--- src/mie_consts.svh ---
// Offsets, field positions, reset values and timing counts of the move unit
`ifndef MIE_CONSTS_SVH
`define MIE_CONSTS_SVH
`define MIE_OFF_INSTR    8'h00
`define MIE_OFF_ACC      8'h04
`define MIE_OFF_BANK     8'h08
`define MIE_OFF_PCLATCH  8'h0C
`define MIE_OFF_PTR0     8'h10
`define MIE_OFF_PTR1     8'h14
`define MIE_OFF_STATUS   8'h18
`define MIE_OFF_WIN0     8'h1C
`define MIE_OFF_WIN1     8'h20
`define MIE_OP_MSB       15
`define MIE_OP_LSB       12
`define MIE_PSEL_BIT     8
`define MIE_REL_BIT      7
`define MIE_MODE_MSB     1
`define MIE_MODE_LSB     0
`define MIE_K_MSB        5
`define MIE_K_LSB        0
`define MIE_LIT_MSB      7
`define MIE_LIT_LSB      0
`define MIE_BANK_W       5
`define MIE_LATCH_W      7
`define MIE_STAT_ZERO    0
`define MIE_STAT_BUSY    1
`define MIE_RST_ACC      8'h00
`define MIE_RST_BANK     5'h00
`define MIE_RST_LATCH    7'h00
`define MIE_RST_PTR      16'h0000
`define MIE_RST_INSTR    16'h0000
`define MIE_MEM_RD_LAT   1
`endif

--- src/mie_pkg.sv ---
// Types of the move unit: controller states, opcodes and pointer modes
package mie_pkg;
    typedef enum logic [2:0] {
        MIE_ST_IDLE    = 3'h0,
        MIE_ST_RD_WAIT = 3'h1,
        MIE_ST_RD_CAP  = 3'h2,
        MIE_ST_ACK     = 3'h3
    } mie_state_t;
    typedef enum logic [3:0] {
        MIE_OP_NOP        = 4'h0,
        MIE_OP_LOAD_IND   = 4'h1,
        MIE_OP_STORE_IND  = 4'h2,
        MIE_OP_LIT_BANK   = 4'h3,
        MIE_OP_LIT_LATCH  = 4'h4,
        MIE_OP_LIT_ACC    = 4'h5,
        MIE_OP_ACC_FILE   = 4'h6
    } mie_op_t;
    typedef enum logic [1:0] {
        MIE_MODE_PRE_INC  = 2'h0,
        MIE_MODE_PRE_DEC  = 2'h1,
        MIE_MODE_POST_INC = 2'h2,
        MIE_MODE_POST_DEC = 2'h3
    } mie_mode_t;
endpackage

--- src/mie_move_exec.sv ---
// Move instruction execution unit with classic Wishbone register access
//
// The implementer's own choices: the address map and the Wishbone interface to the registers.
`include "mie_consts.svh"

module mie_move_exec (
    input  wire logic        sys_clk,
    input  wire logic        rst_b,
    input  wire logic [31:0] wb_adr_i,
    input  wire logic [31:0] wb_dat_i,
    output logic      [31:0] wb_dat_o,
    input  wire logic        wb_we_i,
    input  wire logic [3:0]  wb_sel_i,
    input  wire logic        wb_cyc_i,
    input  wire logic        wb_stb_i,
    output logic             wb_ack_o,
    output logic      [15:0] mem_addr,
    output logic      [7:0]  mem_wdata,
    output logic             mem_we,
    output logic             mem_re,
    input  wire logic [7:0]  mem_rdata,
    output logic      [6:0]  file_addr,
    output logic      [7:0]  file_wdata,
    output logic             file_we,
    output logic      [7:0]  acc_out,
    output logic             zero_flag,
    output logic      [4:0]  bank_select_reg,
    output logic      [6:0]  pc_high_latch
);
    mie_pkg::mie_state_t state_reg;
    mie_pkg::mie_state_t state_next;
    logic [7:0]  acc_reg;
    logic        zero_reg;
    logic [4:0]  bank_reg;
    logic [6:0]  latch_reg;
    logic [15:0] instr_reg;
    logic [15:0] ptr_reg [2];
    logic        rd_to_acc_reg;
    logic [31:0] dat_reg;
    logic [15:0] maddr_reg;
    logic [7:0]  mwdata_reg;
    logic        mwe_reg;
    logic        mre_reg;
    logic [6:0]  faddr_reg;
    logic [7:0]  fwdata_reg;
    logic        fwe_reg;

    logic        req;
    logic        wr;
    logic        rd;
    logic [15:0] iw;
    mie_pkg::mie_op_t   op;
    mie_pkg::mie_mode_t mode;
    logic        psel;
    logic        rel;
    logic [15:0] ptr_cur;
    logic [15:0] ptr_inc;
    logic [15:0] ptr_dec;
    logic [15:0] offset;
    logic [15:0] eff_addr;
    logic [15:0] ptr_new;
    logic        exec;
    logic        exec_load;
    logic        exec_store;
    logic        win_hit;
    logic        win_sel;

    function automatic logic hit(input logic [31:0] adr, input logic [7:0] off);
        hit = (adr[31:8] == 24'h000000) && (adr[7:0] == off);
    endfunction

    function automatic logic [15:0] merge16(input logic [15:0] old,
                                            input logic [31:0] d,
                                            input logic [3:0]  sel);
        merge16 = {sel[1] ? d[15:8] : old[15:8], sel[0] ? d[7:0] : old[7:0]};
    endfunction

    // Bus requests are taken only while the controller is idle
    assign req = wb_cyc_i && wb_stb_i && (state_reg == mie_pkg::MIE_ST_IDLE);
    assign wr  = req && wb_we_i;
    assign rd  = req && !wb_we_i;

    assign iw      = wb_dat_i[15:0];
    assign op      = mie_pkg::mie_op_t'(iw[`MIE_OP_MSB:`MIE_OP_LSB]);
    assign mode    = mie_pkg::mie_mode_t'(iw[`MIE_MODE_MSB:`MIE_MODE_LSB]);
    assign psel    = iw[`MIE_PSEL_BIT];
    assign rel     = iw[`MIE_REL_BIT];
    assign ptr_cur = ptr_reg[psel];
    // Sixteen-bit arithmetic wraps at both ends by construction
    assign ptr_inc = ptr_cur + 16'h0001;
    assign ptr_dec = ptr_cur - 16'h0001;
    assign offset  = {{10{iw[`MIE_K_MSB]}}, iw[`MIE_K_MSB:`MIE_K_LSB]};

    assign exec       = wr && hit(wb_adr_i, `MIE_OFF_INSTR) && wb_sel_i[0] && wb_sel_i[1];
    assign exec_load  = exec && (op == mie_pkg::MIE_OP_LOAD_IND);
    assign exec_store = exec && (op == mie_pkg::MIE_OP_STORE_IND);
    assign win_hit    = hit(wb_adr_i, `MIE_OFF_WIN0) || hit(wb_adr_i, `MIE_OFF_WIN1);
    assign win_sel    = hit(wb_adr_i, `MIE_OFF_WIN1);

    always_comb begin
        eff_addr = ptr_cur;
        ptr_new  = ptr_cur;
        if (rel) begin
            eff_addr = ptr_cur + offset;
        end else begin
            unique case (mode)
                mie_pkg::MIE_MODE_PRE_INC: begin
                    eff_addr = ptr_inc;
                    ptr_new  = ptr_inc;
                end
                mie_pkg::MIE_MODE_PRE_DEC: begin
                    eff_addr = ptr_dec;
                    ptr_new  = ptr_dec;
                end
                mie_pkg::MIE_MODE_POST_INC: begin
                    ptr_new = ptr_inc;
                end
                mie_pkg::MIE_MODE_POST_DEC: begin
                    ptr_new = ptr_dec;
                end
            endcase
        end
    end

    always_comb begin
        state_next = state_reg;
        unique case (state_reg)
            mie_pkg::MIE_ST_IDLE: begin
                if (exec_load || (rd && win_hit)) begin
                    state_next = mie_pkg::MIE_ST_RD_WAIT;
                end else if (req) begin
                    state_next = mie_pkg::MIE_ST_ACK;
                end
            end
            mie_pkg::MIE_ST_RD_WAIT: state_next = mie_pkg::MIE_ST_RD_CAP;
            mie_pkg::MIE_ST_RD_CAP:  state_next = mie_pkg::MIE_ST_ACK;
            mie_pkg::MIE_ST_ACK:     state_next = mie_pkg::MIE_ST_IDLE;
            default:                 state_next = mie_pkg::MIE_ST_IDLE;
        endcase
    end

    always_ff @(posedge sys_clk) begin
        if (!rst_b) begin
            state_reg <= mie_pkg::MIE_ST_IDLE;
        end else begin
            state_reg <= state_next;
        end
    end

    always_ff @(posedge sys_clk) begin
        if (!rst_b) begin
            rd_to_acc_reg <= 1'b0;
        end else if (req) begin
            rd_to_acc_reg <= exec_load;
        end
    end

    always_ff @(posedge sys_clk) begin
        if (!rst_b) begin
            instr_reg <= `MIE_RST_INSTR;
        end else if (exec) begin
            instr_reg <= iw;
        end
    end

    // Accumulator and zero flag; only the indirect load and a status write touch zero
    always_ff @(posedge sys_clk) begin
        if (!rst_b) begin
            acc_reg  <= `MIE_RST_ACC;
            zero_reg <= 1'b0;
        end else if (state_reg == mie_pkg::MIE_ST_RD_CAP && rd_to_acc_reg) begin
            acc_reg  <= mem_rdata;
            zero_reg <= (mem_rdata == 8'h00);
        end else if (exec && op == mie_pkg::MIE_OP_LIT_ACC) begin
            acc_reg <= iw[`MIE_LIT_MSB:`MIE_LIT_LSB];
        end else if (wr && hit(wb_adr_i, `MIE_OFF_ACC) && wb_sel_i[0]) begin
            acc_reg <= wb_dat_i[7:0];
        end else if (wr && hit(wb_adr_i, `MIE_OFF_STATUS) && wb_sel_i[0]) begin
            zero_reg <= wb_dat_i[`MIE_STAT_ZERO];
        end
    end

    always_ff @(posedge sys_clk) begin
        if (!rst_b) begin
            bank_reg <= `MIE_RST_BANK;
        end else if (exec && op == mie_pkg::MIE_OP_LIT_BANK) begin
            bank_reg <= iw[`MIE_BANK_W-1:0];
        end else if (wr && hit(wb_adr_i, `MIE_OFF_BANK) && wb_sel_i[0]) begin
            bank_reg <= wb_dat_i[`MIE_BANK_W-1:0];
        end
    end

    always_ff @(posedge sys_clk) begin
        if (!rst_b) begin
            latch_reg <= `MIE_RST_LATCH;
        end else if (exec && op == mie_pkg::MIE_OP_LIT_LATCH) begin
            latch_reg <= iw[`MIE_LATCH_W-1:0];
        end else if (wr && hit(wb_adr_i, `MIE_OFF_PCLATCH) && wb_sel_i[0]) begin
            latch_reg <= wb_dat_i[`MIE_LATCH_W-1:0];
        end
    end

    // The two pointers differ only in their offset and select value
    for (genvar i = 0; i < 2; i++) begin : g_ptr
        localparam logic [7:0] PTR_OFF = (i == 0) ? `MIE_OFF_PTR0 : `MIE_OFF_PTR1;
        always_ff @(posedge sys_clk) begin
            if (!rst_b) begin
                ptr_reg[i] <= `MIE_RST_PTR;
            end else if ((exec_load || exec_store) && psel == 1'(i) && !rel) begin
                ptr_reg[i] <= ptr_new;
            end else if (wr && hit(wb_adr_i, PTR_OFF)) begin
                ptr_reg[i] <= merge16(ptr_reg[i], wb_dat_i, wb_sel_i);
            end
        end
    end

    // Memory port is registered, so the memory sees the request one cycle later
    always_ff @(posedge sys_clk) begin
        if (!rst_b) begin
            maddr_reg  <= 16'h0000;
            mwdata_reg <= 8'h00;
            mwe_reg    <= 1'b0;
            mre_reg    <= 1'b0;
        end else begin
            mwe_reg <= 1'b0;
            mre_reg <= 1'b0;
            if (exec_load || exec_store) begin
                maddr_reg  <= eff_addr;
                mwdata_reg <= acc_reg;
                mwe_reg    <= exec_store;
                mre_reg    <= exec_load;
            end else if (req && win_hit) begin
                maddr_reg  <= ptr_reg[win_sel];
                mwdata_reg <= wb_dat_i[7:0];
                mwe_reg    <= wb_we_i && wb_sel_i[0];
                mre_reg    <= !wb_we_i;
            end
        end
    end

    always_ff @(posedge sys_clk) begin
        if (!rst_b) begin
            faddr_reg  <= 7'h00;
            fwdata_reg <= 8'h00;
            fwe_reg    <= 1'b0;
        end else begin
            fwe_reg <= 1'b0;
            if (exec && op == mie_pkg::MIE_OP_ACC_FILE) begin
                faddr_reg  <= iw[6:0];
                fwdata_reg <= acc_reg;
                fwe_reg    <= 1'b1;
            end
        end
    end

    // Read data; unmapped offsets and writes read back as zero
    always_ff @(posedge sys_clk) begin
        if (!rst_b) begin
            dat_reg <= 32'h00000000;
        end else if (state_reg == mie_pkg::MIE_ST_RD_CAP) begin
            dat_reg <= rd_to_acc_reg ? 32'h00000000 : {24'h000000, mem_rdata};
        end else if (rd) begin
            dat_reg <= 32'h00000000;
            if (hit(wb_adr_i, `MIE_OFF_INSTR)) begin
                dat_reg <= {16'h0000, instr_reg};
            end
            if (hit(wb_adr_i, `MIE_OFF_ACC)) begin
                dat_reg <= {24'h000000, acc_reg};
            end
            if (hit(wb_adr_i, `MIE_OFF_BANK)) begin
                dat_reg <= {27'h0000000, bank_reg};
            end
            if (hit(wb_adr_i, `MIE_OFF_PCLATCH)) begin
                dat_reg <= {25'h0000000, latch_reg};
            end
            if (hit(wb_adr_i, `MIE_OFF_PTR0)) begin
                dat_reg <= {16'h0000, ptr_reg[0]};
            end
            if (hit(wb_adr_i, `MIE_OFF_PTR1)) begin
                dat_reg <= {16'h0000, ptr_reg[1]};
            end
            if (hit(wb_adr_i, `MIE_OFF_STATUS)) begin
                dat_reg <= {30'h00000000, 1'b0, zero_reg};
            end
        end else if (state_reg == mie_pkg::MIE_ST_ACK) begin
            dat_reg <= 32'h00000000;
        end
    end

    assign wb_ack_o        = (state_reg == mie_pkg::MIE_ST_ACK);
    assign wb_dat_o        = dat_reg;
    assign mem_addr        = maddr_reg;
    assign mem_wdata       = mwdata_reg;
    assign mem_we          = mwe_reg;
    assign mem_re          = mre_reg;
    assign file_addr       = faddr_reg;
    assign file_wdata      = fwdata_reg;
    assign file_we         = fwe_reg;
    assign acc_out         = acc_reg;
    assign zero_flag       = zero_reg;
    assign bank_select_reg = bank_reg;
    assign pc_high_latch   = latch_reg;
endmodule

--- config.mk ---
export PLATFORM = sky130hd
export DESIGN_NAME = mie_move_exec
export DESIGN_NICKNAME = d
export VERILOG_FILES = /design/src/mie_pkg.sv /design/src/mie_move_exec.sv
export VERILOG_INCLUDE_DIRS = /design/src
export SDC_FILE = /design/constraint.sdc
export NUM_CORES = 1
export LEC_CHECK = 0
export BUFFER_PORTS_ARGS = -buffer_cell sky130_fd_sc_hd__buf_2
export CAP_MARGIN = 20
export CORE_MARGIN = 8
export CORE_UTILIZATION = 30
export DETAILED_ROUTE_END_ITERATION = 8
export REMOVE_ABC_BUFFERS = 1
export SLEW_MARGIN = 20
export SYNTH_ARGS = -nofsm -noshare
export SYNTH_HDL_FRONTEND = slang
export SYNTH_SLANG_ARGS = --single-unit
--- constraint.sdc ---
create_clock -name sys_clk -period 4.8 [get_ports sys_clk]
set_input_delay 0.96 -clock sys_clk [delete_from_list [all_inputs] [get_ports sys_clk]]
set_output_delay 0.96 -clock sys_clk [all_outputs]
set_load 0.01 [all_outputs]
==> impl_metrics.env <==
export IMPL_run_status="finished, final reports clean"
export IMPL_slew_violations=0
export IMPL_clock_sinks=130
export IMPL_clockBufferDepth=2
export IMPL_synth_ff_type="dfxtp_1"
export IMPL_cts_hold_buf=0
export IMPL_firstDrtPassIters=5
export IMPL_cts_resized=0
export IMPL_irDropWorstVdd_v=0.000217
export IMPL_setup_violations=0
export IMPL_synth_area_leaders="dfxtp_1, edfxtp_1, mux2i_1"
export IMPL_crit_arrival_ps=4130
export IMPL_startpoint_type="input port"
export IMPL_wl_per_cell_microns=20.1
export IMPL_synth_distinct_cells=74
export IMPL_cts_root_buffer="clkbuf_16"
export IMPL_r2r_end="ptr_reg[1][10]"
export IMPL_largest_reg_flops=32
export IMPL_post_cts_setup_buffers=0
export IMPL_yosys_area_share_simple=0.191
export IMPL_dieArea_sq_um=32700
export IMPL_num_nets_final=1161
export IMPL_cts_buffers=17
export IMPL_pre_cts_ws_ps=533
export IMPL_drt_iter0_drc=675
export IMPL_synth_cell_area_sq_um=8160
export IMPL_synth_cells=939
export IMPL_vias_per_cell=5.42
export IMPL_synth_edff_count=32
export IMPL_regToRegSetupSlack_ps=1440
export IMPL_clk_pin_slew_worst_paths_ps=70
export IMPL_hold_depth=2
export IMPL_clk_latency_ps=430
export IMPL_crit_fanout=26
export IMPL_finalSetupTns_ps=0
export IMPL_fillCellCount=2772
export IMPL_maxSlewHeadroom=0.367
export IMPL_hold_path_class="reg -> reg"
export IMPL_ioPinCount=177
export IMPL_ff_latch_area_sq_um=2920
export IMPL_power_mw=2.98
export IMPL_start_util=0.305
export IMPL_synth_compound_area_share=0.209
export IMPL_h_tree_depth=4
export IMPL_r2r_start="state_reg[0]"
export IMPL_final_period_utilization=0.795
export IMPL_post_route_min_period_ps=3820
export IMPL_total_leakage_power_nw=3.93
export IMPL_ant_nets=0
export IMPL_synth_area_mux_share=0.103
export IMPL_antenna_found_initial=0
export IMPL_ff2ff_path_depth=9
export IMPL_grt_pass1_vias=7397
export IMPL_synth_top_area_share=0.240
export IMPL_whs_endpoint="file_addr[1]"
export IMPL_maxCapViolCount=0
export IMPL_yosys_area_share_xor_xnor=0.0451
export IMPL_num_vias=7650
export IMPL_power_density_nw_per_um2=306
export IMPL_required_ps=5120
export IMPL_layout_area_overhead_vs_synth_pct=19.2
export IMPL_io_buffers=142
export IMPL_synthAdderAreaFrac=0.0346
export IMPL_fin_skew_ps=7.87
export IMPL_n_antenna_cell=0
export IMPL_rsz0062_at_grt="no"
export IMPL_hpwl_microns=20600
export IMPL_ys_seq_elements=130
export IMPL_yosysWarnings=0
export IMPL_grt_first_pass_wirelength_microns=43100
export IMPL_die_w_microns=181
export IMPL_die_y_microns=181
export IMPL_rows=60
export IMPL_synth_largest_area_cell="dfxtp_1"
export IMPL_fin_ws_ps=983
export IMPL_clock_fmax_mhz=262
export IMPL_synth_area_per_cell_sq_um=8.69
export IMPL_ys_async_sr_fraction=0
export IMPL_crit_type="in -> reg"
export IMPL_fp_coreArea_sq_um=26800
export IMPL_crit_path_end_kind="register"
export IMPL_post_route_drc_count=0
export IMPL_worstMarginPinSlew_ps=946
export IMPL_wl_microns=28400
export IMPL_gr_usage_all_layers=0.167
export IMPL_min_from="file_addr[1]"
export IMPL_multiInputGateArea_sq_um=4840
export IMPL_dp_cells=1380
export IMPL_yosysSeqAreaShare=0.358
export IMPL_place_congestion=0.888
export IMPL_hold_violations=0
export IMPL_synth_top_family_by_area="compound AO/OA/AOI/OAI gates"
export IMPL_grt_max_degree=47
export IMPL_drive_above_1_share=0.218
export IMPL_grt_overflow=0
export IMPL_cts_tree="done"
export IMPL_fin_cells=1412
worst max-delay path by stage:
stage | startpoint | endpoint | slack (ps) | cells past startpoint
2_1_floorplan | wb_adr_i[29] | ptr_reg[1][0] | -270 | 7
3_3_place_gp | wb_dat_i[8] | mem_addr[11] | 530 | 13
3_5_place_dp | wb_dat_i[8] | mem_addr[12] | 530 | 12
4_1_cts | wb_dat_i[8] | mem_addr[12] | 980 | 12
5_1_grt | wb_dat_i[8] | mem_addr[12] | 670 | 12
6_report | wb_dat_i[8] | mem_addr[12] | 980 | 12
stage by stage:
step | util | hold WS [ps] | instance area [sq um]
after floorplan | - | 459 | 7830
after global placement | 0.341 | 440 | 9140
after detailed placement | 0.341 | 444 | 9140
after CTS | 0.363 | 455 | 9730
after global routing | 0.363 | 475 | 9730
final | 0.363 | 455 | 9730
synth_stat cells (5+ instances only):
library cell,number
a211oi_1,13
a21o_1,9
a21oi_1,80
a221oi_1,9
a222oi_1,12
a22o_1,28
a22oi_1,13
a31oi_1,9
and3_1,10
buf_2,8
buf_4,20
clkbuf_1,46
dfxtp_1,98
edfxtp_1,32
ha_1,21
inv_1,20
mux2_2,5
mux2i_1,72
nand2_1,91
nand2b_1,6
nand3_1,29
nand4_1,8
nor2_1,99
nor2b_1,10
nor3_1,12
nor4_1,7
nor4_2,9
o21ai_0,43
or3_1,7
xnor2_1,34
xor2_1,8
cell families (layout without fill, tap and decap cells):
family / after synthesis / in the layout
XOR/XNOR: 42 / 42
buffers and inverters: 101 / 218
AO/OA/AOI/OAI: 254 / 254
adder cells (fa/ha/maj): 22 / 22
flip-flops: 130 / 130
AND/OR/NAND/NOR: 308 / 308
other: 1 / 16
multiplexers: 81 / 81
worst max-delay path: stages:
cell      delay (ps)
buf_2            220
buf_4            430
mux2i_1          340
inv_1            170
ha_1             260
o31ai_1          550
a211oi_1         240
nor3_1           320
nor2_1           100
xor2_1           140
and3_1           170
o31a_1           230
layout by cell type, fill, tap and decap left out, types with 16 or more instances in the layout:
cell type  instances
buf_2            142
nor2_1            99
dfxtp_1           98
nand2_1           91
a21oi_1           80
mux2i_1           72
o21ai_0           43
xnor2_1           34
edfxtp_1          32
nand3_1           29
a22o_1            28
ha_1              21
buf_4             20
inv_1             19
clkbuf_16         17
conb_1            16
where the power goes:
group / internal (mW) / total (mW) / switching [mW] / leakage (nW)
clock network: 0.741 / 1.32 / 0.578 / 0.288
registers: 1.15 / 1.18 / 0.0299 / 1.12
logic: 0.172 / 0.476 / 0.304 / 2.52
layer usage:
metal	share of wire	GRT usage
met5	0	0
met3	0.071	0.0441
met1	0.43	0.204
met2	0.48	0.278
met4	0.021	0.0613
layout make-up:
cell class | count | area share
flip-flops and latches | 130 | 0.300
repair buffers | 162 | 0.0885
clock inverters | 15 | 0.0172
inverters | 24 | 0.00926
well taps | 341 | 0.0438
multi-input cells | 723 | 0.497
clock buffers | 17 | 0.0437
Power figures use the tool's default switching activity.
